<file path="src/design/cms_pkg.sv">
// Constants, carrier types and a helper function for the clock-monitor and
// output phase-trim configuration registers.
// Assumes an 8-bit register address and data path inside the device.

package cms_pkg;

   // ----------------------------------------------------------------------
   // Register offsets
   // ----------------------------------------------------------------------
   localparam logic [7:0] CMS_FAST_ACQ_ADDR   = 8'h89;
   localparam logic [7:0] CMS_SEL_HIGH_ADDR   = 8'h8a;
   localparam logic [7:0] CMS_SEL_LOW_ADDR    = 8'h8b;
   localparam logic [7:0] CMS_TRIM1_ADDR      = 8'h8c;
   localparam logic [7:0] CMS_TRIM2_ADDR      = 8'h8d;

   // ----------------------------------------------------------------------
   // Reset values and a zero byte
   // ----------------------------------------------------------------------
   localparam logic [7:0] CMS_FAST_ACQ_RST    = 8'h00;
   localparam logic [3:0] CMS_SEL_HIGH_RST    = 4'hf;
   localparam logic [7:0] CMS_SEL_LOW_RST     = 8'hff;
   localparam logic [7:0] CMS_TRIM1_RST       = 8'h00;
   localparam logic [7:0] CMS_TRIM2_RST       = 8'h01;
   localparam logic [7:0] CMS_ZERO_BYTE       = 8'h00;

   // ----------------------------------------------------------------------
   // Field positions and input count
   // ----------------------------------------------------------------------
   localparam int CMS_FAST_ACQ_BIT = 0;
   localparam int CMS_SEL_HIGH_LSB = 0;
   localparam int CMS_SEL_LOW_LSB  = 4;
   localparam int CMS_FOS_LSB      = 0;
   localparam int CMS_NUM_INPUTS   = 4;

   // ----------------------------------------------------------------------
   // Signal-loss selector codes
   // ----------------------------------------------------------------------
   localparam logic [1:0] CMS_SEL_OFF    = 2'h0;
   localparam logic [1:0] CMS_SEL_RSVD   = 2'h1;
   localparam logic [1:0] CMS_SEL_SLOW   = 2'h2;
   localparam logic [1:0] CMS_SEL_NORMAL = 2'h3;

   typedef enum logic [1:0] {
      CMS_MODE_OFF,
      CMS_MODE_SLOW,
      CMS_MODE_NORMAL
   } cms_loss_mode_type;

   // Register access request, one per cycle.
   typedef struct packed {
      logic       wr;
      logic       rd;
      logic [7:0] addr;
      logic [7:0] wdata;
   } cms_reg_req_type;

   // Per-input monitor enables, bit n for input n+1.
   typedef struct packed {
      logic [3:0] los_normal_en;
      logic [3:0] los_slow_en;
      logic [3:0] fos_en;
   } cms_mon_cfg_type;

   // Decodes one two-bit selector; the reserved code falls back to off.
   function automatic cms_loss_mode_type cms_decode_sel(
      input logic [1:0] sel
   );
      cms_loss_mode_type mode;
      mode = CMS_MODE_OFF;
      case (sel)
         CMS_SEL_SLOW:   mode = CMS_MODE_SLOW;
         CMS_SEL_NORMAL: mode = CMS_MODE_NORMAL;
         default:        mode = CMS_MODE_OFF;
      endcase
      return mode;
   endfunction : cms_decode_sel

endpackage : cms_pkg

</file>
<file path="src/design/cms_loss_sel_decode.sv">
// Assembles each input's split signal-loss selector and registers the
// resulting monitor enables for the four input clocks.
// Assumes the selector halves come straight from register flip-flops.
`timescale 1ns/1ps
`default_nettype none

module cms_loss_sel_decode
   import cms_pkg::*;
(
   input  wire logic            i_clk,
   input  wire logic            i_rst_b,
   input  wire logic [3:0]      i_sel_high,
   input  wire logic [3:0]      i_sel_low,
   input  wire logic [3:0]      i_fos_en,
   output var  cms_mon_cfg_type o_cfg
);

   // -----------------------------------------------------------------------
   // Decode and register
   // -----------------------------------------------------------------------

   // High half joins low half per input; normal and slow are exclusive.
   always_ff @(posedge i_clk or negedge i_rst_b) begin
      if (!i_rst_b) begin
         o_cfg.los_normal_en <= 4'hf;
         o_cfg.los_slow_en   <= 4'h0;
         o_cfg.fos_en        <= 4'hf;
      end else begin
         for (int n = 0; n < CMS_NUM_INPUTS; n++) begin
            o_cfg.los_normal_en[n] <= (cms_decode_sel(
               {i_sel_high[n], i_sel_low[n]}) == CMS_MODE_NORMAL);
            o_cfg.los_slow_en[n]   <= (cms_decode_sel(
               {i_sel_high[n], i_sel_low[n]}) == CMS_MODE_SLOW);
         end
         o_cfg.fos_en <= i_fos_en;
      end
   end
endmodule : cms_loss_sel_decode

`default_nettype wire

</file>
<file path="src/design/cms_regs.sv">
// Configuration registers for fast acquisition, per-input signal-loss and
// frequency-offset monitor enables, and output one and two phase trims.
// Assumes the serial management port delivers one decoded access per
// cycle, synchronous to i_clk, and that read data is taken one cycle later.
`timescale 1ns/1ps
`default_nettype none

module cms_regs
   import cms_pkg::*;
(
   input  wire logic                i_clk,
   input  wire logic                i_rst_b,
   input  wire cms_reg_req_type     i_req,
   output var  logic [7:0]          o_reg_rdata,
   output var  logic                o_reg_rvalid,
   output var  logic                o_fast_acquire_enable,
   output var  cms_mon_cfg_type     o_mon_cfg,
   output var  logic signed [7:0]   o_output1_phase_trim,
   output var  logic signed [7:0]   o_output2_phase_trim,
   output var  logic [1:0]          o_phase_trim_load
);

   // -----------------------------------------------------------------------
   // Storage
   // -----------------------------------------------------------------------
   logic       fast_acquire_q;
   logic [3:0] sel_high_q;
   logic [7:0] sel_low_fos_q;
   logic [7:0] trim1_q;
   logic [7:0] trim2_q;
   logic [7:0] rdata_d;
   logic [1:0] trim_load_d;

   // Write strobe for one register offset.
   function automatic logic wr_hit(
      input cms_reg_req_type req,
      input logic [7:0]      addr
   );
      return req.wr && (req.addr == addr);
   endfunction : wr_hit

   // -----------------------------------------------------------------------
   // Fast acquisition
   // -----------------------------------------------------------------------

   // Only bit 0 is storage; upper bits are not kept.
   always_ff @(posedge i_clk or negedge i_rst_b) begin
      if (!i_rst_b) begin
         fast_acquire_q <= CMS_FAST_ACQ_RST[CMS_FAST_ACQ_BIT];
      end else if (wr_hit(i_req, CMS_FAST_ACQ_ADDR)) begin
         fast_acquire_q <= i_req.wdata[CMS_FAST_ACQ_BIT];
      end
   end

   // The loop-bandwidth controller widens its bandwidth while this is high.
   assign o_fast_acquire_enable = fast_acquire_q;

   // -----------------------------------------------------------------------
   // Signal-loss selector halves and offset-monitor enables
   // -----------------------------------------------------------------------

   // Upper selector bits live in the low nibble; upper nibble is reserved.
   always_ff @(posedge i_clk or negedge i_rst_b) begin
      if (!i_rst_b) begin
         sel_high_q <= CMS_SEL_HIGH_RST;
      end else if (wr_hit(i_req, CMS_SEL_HIGH_ADDR)) begin
         sel_high_q <= i_req.wdata[CMS_SEL_HIGH_LSB +: 4];
      end
   end

   // Lower selector bits in 7:4, offset-monitor enables in 3:0.
   always_ff @(posedge i_clk or negedge i_rst_b) begin
      if (!i_rst_b) begin
         sel_low_fos_q <= CMS_SEL_LOW_RST;
      end else if (wr_hit(i_req, CMS_SEL_LOW_ADDR)) begin
         sel_low_fos_q <= i_req.wdata;
      end
   end

   // Joins the split selector and registers the monitor enables.
   cms_loss_sel_decode u_decode (
      .i_clk      (i_clk),
      .i_rst_b    (i_rst_b),
      .i_sel_high (sel_high_q),
      .i_sel_low  (sel_low_fos_q[CMS_SEL_LOW_LSB +: 4]),
      .i_fos_en   (sel_low_fos_q[CMS_FOS_LSB +: 4]),
      .o_cfg      (o_mon_cfg)
   );

   // -----------------------------------------------------------------------
   // Output phase trims
   // -----------------------------------------------------------------------

   // Each trim is held as a full signed byte.
   always_ff @(posedge i_clk or negedge i_rst_b) begin
      if (!i_rst_b) begin
         trim1_q <= CMS_TRIM1_RST;
      end else if (wr_hit(i_req, CMS_TRIM1_ADDR)) begin
         trim1_q <= i_req.wdata;
      end
   end

   // Output two comes up one divider clock late.
   always_ff @(posedge i_clk or negedge i_rst_b) begin
      if (!i_rst_b) begin
         trim2_q <= CMS_TRIM2_RST;
      end else if (wr_hit(i_req, CMS_TRIM2_ADDR)) begin
         trim2_q <= i_req.wdata;
      end
   end

   assign o_output1_phase_trim = $signed(trim1_q);
   assign o_output2_phase_trim = $signed(trim2_q);

   // A write tells the output divider to re-apply its trim, counted in
   // high-speed divider clocks, to that output alone.
   always_comb begin
      trim_load_d[0] = wr_hit(i_req, CMS_TRIM1_ADDR);
      trim_load_d[1] = wr_hit(i_req, CMS_TRIM2_ADDR);
   end

   // Load pulses line up with the cycle the new trim first shows.
   always_ff @(posedge i_clk or negedge i_rst_b) begin
      if (!i_rst_b) begin
         o_phase_trim_load <= 2'h0;
      end else begin
         o_phase_trim_load <= trim_load_d;
      end
   end

   // -----------------------------------------------------------------------
   // Read-back
   // -----------------------------------------------------------------------

   // Reserved bits and unmapped offsets read as zero.
   always_comb begin
      rdata_d = CMS_ZERO_BYTE;
      if (i_req.addr == CMS_FAST_ACQ_ADDR) begin
         rdata_d[CMS_FAST_ACQ_BIT] = fast_acquire_q;
      end else if (i_req.addr == CMS_SEL_HIGH_ADDR) begin
         rdata_d[CMS_SEL_HIGH_LSB +: 4] = sel_high_q;
      end else if (i_req.addr == CMS_SEL_LOW_ADDR) begin
         rdata_d = sel_low_fos_q;
      end else if (i_req.addr == CMS_TRIM1_ADDR) begin
         rdata_d = trim1_q;
      end else if (i_req.addr == CMS_TRIM2_ADDR) begin
         rdata_d = trim2_q;
      end
   end

   // Read data holds until the next read; valid is a one-cycle pulse.
   always_ff @(posedge i_clk or negedge i_rst_b) begin
      if (!i_rst_b) begin
         o_reg_rdata  <= CMS_ZERO_BYTE;
         o_reg_rvalid <= 1'b0;
      end else begin
         o_reg_rvalid <= i_req.rd;
         if (i_req.rd) begin
            o_reg_rdata <= rdata_d;
         end
      end
   end
endmodule : cms_regs

`default_nettype wire

</file>
<file path="config.mk">
export PLATFORM = sky130hd
export DESIGN_NAME = cms_regs
export DESIGN_NICKNAME = d
export VERILOG_FILES = /design/src/design/cms_pkg.sv /design/src/design/cms_loss_sel_decode.sv /design/src/design/cms_regs.sv
export SDC_FILE = /design/constraint.sdc
export NUM_CORES = 1
export LEC_CHECK = 0
export BUFFER_PORTS_ARGS = -buffer_cell sky130_fd_sc_hd__buf_2
export CELL_PAD_IN_SITES_DETAIL_PLACEMENT = 1
export CELL_PAD_IN_SITES_GLOBAL_PLACEMENT = 1
export CORE_AREA = 2 2 77 79
export CTS_CLUSTER_DIAMETER = 30
export DETAILED_ROUTE_END_ITERATION = 10
export DIE_AREA = 0 0 79 81
export MAX_ROUTING_LAYER = met4
export PLACE_DENSITY_LB_ADDON = 0.12
export SYNTH_ARGS = -nofsm -noshare
export SYNTH_HDL_FRONTEND = slang
export SYNTH_SLANG_ARGS = --single-unit
</file>
<file path="constraint.sdc">
create_clock -name i_clk -period 1.4 [get_ports i_clk]
set_input_delay 0.14 -clock i_clk [delete_from_list [all_inputs] [get_ports i_clk]]
set_output_delay 0.14 -clock i_clk [all_outputs]
set_load 0.02 [all_outputs]
</file>
==> flow_summary.toml, run 1 <==
[critical_path]
startpoint_type = "input pin"
path_max_fanout = 4
crit_type = "input pin to flop"
cp.required_ps = 1630
reg2reg_to = "o_reg_rdata[0]$_DFFE_PN0P_"
arrival_ps = 1510
r2r_cells = 4
end_kind = "flop"
reg2reg_slack_ps = 120
r2r_start = "o_fast_acquire_enable$_DFFE_PN0P_"

[die]
die_w_um = 79
std_cell_rows = 28
initial_core_util_pct = 38.8
dieArea_sq_mm = 0.00640
die_y_um = 81
core_sq_mm = 0.00568
ios = 60

[power_and_ir_drop]
p_total_mw = 2.81
p_per_area_mw_per_mm2 = 1000
p_int_mw = 2.11
p_leak_nw = 1.43
power_frac_seq_pct = 57.4
p_sw_share_pct = 25.1
p_comb_share_pct = 10.9
vdd_drop_max_uv = 477
p_switching_mw = 0.705
pwr-share-clk_pct = 31.7

[yosys]
synth_area_leader_cell = "dfrtp_1"
yosys.cell_count.top_type = "dfrtp_1"
synthSimpleGateAreaFrac_pct = 9.55
synth_xor_area_share_pct = 0
muxShareOfSynthArea_pct = 17.2
synth_cell_types = 31
synth_common_cells = "31 x dfrtp_1, 22 x mux2_2, 21 x dfstp_2"
yosysWarnings = 0
synth_area_per_cell_sq_um = 14.1
async_flop_share_pct = 100
yosys_most_used_dff = "dfrtp_1"
yosysSeqAreaShare_pct = 60.3
synth-edff-count = 0
synth_compound_area_share_pct = 9.38
ys_seq_elements = 52
synthAdderAreaFrac_pct = 0
syn-num-nets = 176
syn_area_sq_mm = 0.00220
synth_top_area_share_pct = 35.2
synth_top_family_by_area = "multiplexers"
synthesis.instances = 156
synth_area_leaders = "dfrtp_1 35%, dfstp_2 25%, mux2_2 11%, mux2_4 5.5%, nor2b_1 2.6%"

[timing]
timing.final.ws_setup_ps = 118
fin_crit_sh_pct = 91.6
tightest_slew_ps = 755
min_period_ps = 1280
rsz0062_at_grt = "no"
fmax_ghz = 0.780
slew_viol_final = 0
finalSetupTns_ps = 0
skew_ps = 3.01
hold_violations = 0
setup_viol = 0
relSlewSlack_pct = 49.6

[global_route]
grt_pass1_vias = 1638
antenna_found_initial = 0
grt_overflow = 0
grt.total_usage_pct = 17.8
grt_start_max_net_pins = 53
grt_pass1_wl_um = 8400

[run]
drv_cap = 0

[finish]
fill_cells = 610
multiInputGateArea_sq_um = 803
fin_nets = 252
stdcell_count = 308
syn_to_final_growth_pct = 27.1
drive_gt1_share_pct = 60.1
seq_area_sq_mm = 0.00133
stdcell_area_sq_mm = 0.00280
antenna_cells = 0

[clocking]
clkSinkCount = 52
cts_buffers = 5
htreeDepth = 2
clock_tree.root_cell = "clkbuf_8"
clk_latency_ps = 300
clockBufferDepth = 2
cts_tree = "built"
path_clk_slew_ps = 90

[detailed_routing]
wirelength_um = 5250
num_vias = 1560
dr.pass1.iters = 5
drt_iter0_markers = 65
wire_per_inst_um = 17.0
vias_per_cell = 5.06
route.antenna.remaining_nets = 0
remaining_drc_errors = 0

[placed_design]
numPortBuffers = 59
hpwl_um = 3960
dp_cells = 299
gp_congestion = 0.801
place_ws_ps = -237
place_area_sq_mm = 0.00268

[worst_hold_path]
worstHoldStart = "i_req[5]"
hold-path-endpoint = "o_output1_phase_trim[5]$_DFFE_PN0P_"
hold_class = "input pin to flop"
min_path_cells = 2

[outcome]
status = "completed"
-- worst max-delay path: stages --
cell and delay [ps]:
buf_2 110, nor4b_4 310, nand3_2 130, or3_1 350, buf_4 180, mux2_4 300
-- placed cells by master, fill, tap and decap left out, types with 4 or more instances in the layout --
| cell type | n |
|---|---|
| a22o_1 | 4 |
| buf_2 | 59 |
| and2_1 | 5 |
| mux2_4 | 8 |
| buf_4 | 15 |
| nor2b_1 | 9 |
| dfstp_2 | 21 |
| a22oi_1 | 5 |
| o22ai_1 | 4 |
| nor4_1 | 4 |
| inv_1 | 10 |
| dfrtp_1 | 31 |
| clkbuf_8 | 6 |
| mux2_2 | 22 |
-- logic make-up after synthesis --
logic type | count (synthesis)
flip-flops | 52
multiplexers | 31
AND/OR/NAND/NOR | 30
AO/OA/AOI/OAI | 26
buffers and inverters | 17
-- how the worst max path moves through the flow --
stage / startpoint / end / cells past startpoint
2_1_floorplan: i_req[12] / o_output1_phase_trim[5]$_DFFE_PN0P_ / 5
3_3_place_gp: i_req[12] / o_output1_phase_trim[5]$_DFFE_PN0P_ / 5
3_5_place_dp: i_req[12] / o_output1_phase_trim[5]$_DFFE_PN0P_ / 5
4_1_cts: i_req[12] / o_output1_phase_trim[5]$_DFFE_PN0P_ / 5
5_1_grt: i_req[12] / sel_low_fos_q[7]$_DFFE_PN1P_ / 6
6_report: i_req[12] / sel_low_fos_q[6]$_DFFE_PN1P_ / 6
-- flip-flops by register name, indices dropped and copies added, names as in the netlist --
name / flops
u_decode.o_cfg: 12
o_reg_rdata: 8
o_output1_phase_trim: 8
o_phase_trim_load: 2
o_reg_rvalid: 1
sel_low_fos_q: 8
o_output2_phase_trim: 8
sel_high_q: 4
o_fast_acquire_enable: 1
-- metrics by stage --
step / hold WS, ps / utilization (%)
after floorplan: -156 / -
after global placement: 147 / 47.3
after detailed placement: 154 / 47.3
after CTS: 89.9 / 49.2
after global routing: 92.3 / 49.3
final: 94.4 / 49.3
-- layout make-up --
class	count	share of cell area [%]
Multi-Input combinational cell	87	28.7
Clock inverter	2	0.537
Tap cell	75	3.35
Clock buffer	6	2.95
Timing Repair Buffer	76	15.7
Inverter	10	1.34
Sequential cell	52	47.5
-- timing repair --
| item | in CTS | in global routing |
|---|---|---|
| endpoints found under the setup margin | 0 | 4 |
| resized for setup | 0 | 2 |
| setup buffers | 0 | 0 |
| hold endpoints to repair | 31 | 0 |
| hold buffers | 1 | 0 |
-- per-layer routing --
layer | share of wire, % | wire (um) | up-vias | track usage (%)
met5 | 0 | 0 | - | -
met2 | 49 | 2580 | 48 | 29.5
met1 | 45 | 2380 | 794 | 22.9
li1 | - | - | 713 | -
met3 | 4.7 | 247 | 5 | 3.22
met4 | 0.95 | 50 | 0 | 4.66
-- power by group through the flow --
stage | clock, mW | combinational, mW | sequential, mW
2_1_floorplan | 0 | 0.100 | 1.68
3_3_place_gp | 0 | 0.302 | 1.64
3_5_place_dp | 0 | 0.307 | 1.64
4_1_cts | 0.909 | 0.310 | 1.62
5_1_grt | 0.973 | 0.334 | 1.62
6_report | 0.891 | 0.306 | 1.61
Note: power is estimated with default switching activity, not from simulation.
==> run 2, diff against run 1 <==
Settings changed: GPL_TIMING_DRIVEN from default to 0.
==> flow_summary.toml, run 2 (synthesized netlist as in run 1, its figures left out) <==
[outcome]
status = "completed"

[run]
drv_cap = 0

[critical_path]
slowest_stage = "mux2_2"
arrival_ps = 1530
crit_type = "input pin to flop"
r2r_start = "o_fast_acquire_enable$_DFFE_PN0P_"
startpoint_type = "input pin"
end_kind = "flop"
reg2reg_slack_ps = 100
crit_buf_inv = 3
critPathTopFamily = "buffers and inverters"
cp.required_ps = 1590
path_cells = "buf_2, nor2b_1, buf_4, and2_0, clkbuf_4, nand3_2, mux2_2"
r2r_cells = 4
reg2reg_to = "o_reg_rdata[0]$_DFFE_PN0P_"
path_max_fanout = 9
critPathMaxStageDelay_ps = 320

[global_route]
grt_pass1_wl_um = 8960
grt_start_max_net_pins = 53
grt_overflow = 0
antenna_found_initial = 0
grt_pass1_vias = 1656
grt.total_usage_pct = 19.3

[finish]
mostFrequentLayoutCell = "buf_2"
stdcell_area_sq_mm = 0.00275
multiInputGateArea_sq_um = 836
drive_gt1_share_pct = 57.8
post-route-util_pct = 48.5
fin_nets = 244
syn_to_final_growth_pct = 25.0
largest_register_ffs = 12
final_cell_mix = "60 x buf_2, 31 x dfrtp_1, 22 x mux2_2"
antenna_cells = 0
top_register = "u_decode.o_cfg"
seq_area_sq_mm = 0.00133
fill_cells = 630

[power_and_ir_drop]
vdd_drop_max_uv = 405
p_int_mw = 2.22
p_per_area_mw_per_mm2 = 1060
pwr-share-clk_pct = 34.6
p_sw_share_pct = 23.9
power_frac_seq_pct = 55.4
p_comb_share_pct = 10.0
p_leak_nw = 1.38
p_switching_mw = 0.696

[placed_design]
hpwl_um = 3880
numPortBuffers = 59
place_area_sq_mm = 0.00259
gp_congestion = 0.721

[die]
ios = 60
die_y_um = 81
dieArea_sq_mm = 0.00640
initial_core_util_pct = 38.8
core_sq_mm = 0.00568
die_w_um = 79
std_cell_rows = 28

[clocking]
clockBufferDepth = 2
path_clk_slew_ps = 90
cts_tree = "built"
clk_latency_ps = 310
htreeDepth = 2
clkSinkCount = 52
cts_buffers = 5
clock_tree.root_cell = "clkbuf_8"
post_cts_buffers = 0

[detailed_routing]
drt_iter0_markers = 98
wire_per_inst_um = 18.6
vias_per_cell = 5.18
dr.pass1.iters = 4
remaining_drc_errors = 0
route.antenna.remaining_nets = 0
num_vias = 1555
wirelength_um = 5570

[timing]
skew_ps = 11.4
relSlewSlack_pct = 25.0
slew_viol_final = 0
min_period_ps = 1340
tightest_slew_ps = 1130
hold_violations = 0
fmax_ghz = 0.744
fin_crit_sh_pct = 96.0
setup_viol = 0

[worst_hold_path]
hold_class = "input pin to asynchronous set/reset pin"
==> run 2: layer usage <==
layer	global-route usage [%]	vias up	routed length (um)
met5	-	-	0
met4	5.34	0	81
met3	3.44	7	295
met2	32.3	57	2840
met1	24.2	786	2360
li1	-	705	-
==> run 2: repair_timing <==
action	4_1_cts	5_1_grt
cloned	0	1
endpoints found under the setup margin	9	19
hold endpoints to repair	1	0
hold buffers	1	0
gates resized for setup	1	5
pin swaps	1	2
==> run 2: area by class of cell <==
type / instances / area share [%]
Buffer: 7 / 1.55
Clock buffer: 6 / 2.64
Clock inverter: 2 / 1.27
Inverter: 10 / 1.36
Multi-Input combinational cell: 88 / 30.4
Sequential cell: 52 / 48.3
Tap cell: 75 / 3.41
Timing Repair Buffer: 60 / 11.1
==> run 2: worst max path at each step <==
stage,startpoint,to,slack [ps],cells past startpoint
after detailed placement,i_req[10],o_output1_phase_trim[5]$_DFFE_PN0P_,-440,7
final,i_req[10],o_output1_phase_trim[0]$_DFFE_PN0P_,60,7
after CTS,i_req[12],o_output2_phase_trim[1]$_DFFE_PN0P_,-20,6
after floorplan,i_req[12],o_output1_phase_trim[5]$_DFFE_PN0P_,20,5
after global placement,i_req[10],o_output1_phase_trim[5]$_DFFE_PN0P_,-320,7
after global routing,i_req[10],o_output1_phase_trim[4]$_DFFE_PN0P_,-30,7
==> run 2: power groups by stage <==
stage	Clock [mW]	Sequential (mW)	Combinational, mW
4_1_cts	1.04	1.62	0.292
5_1_grt	1.10	1.62	0.320
3_3_place_gp	0	1.64	0.279
2_1_floorplan	0	1.68	0.100
3_5_place_dp	0	1.64	0.287
6_report	1.01	1.61	0.292
==> run 2: through the flow <==
| step | cells | setup TNS [ps] | hold slack [ps] | setup WS, ps | total power [mW] |
|---|---|---|---|---|---|
| 4_1_cts | 299 | -128 | 92.1 | -20.6 | 2.94 |
| 3_5_place_dp | 290 | -9040 | 283 | -443 | 1.93 |
| 5_1_grt | 300 | -104 | 105 | -30.4 | 3.04 |
| 6_report | 300 | 0 | 44.2 | 55.9 | 2.92 |
| 3_3_place_gp | 290 | -7740 | 279 | -325 | 1.92 |
| 2_1_floorplan | 156 | 0 | -156 | 23.6 | 1.78 |
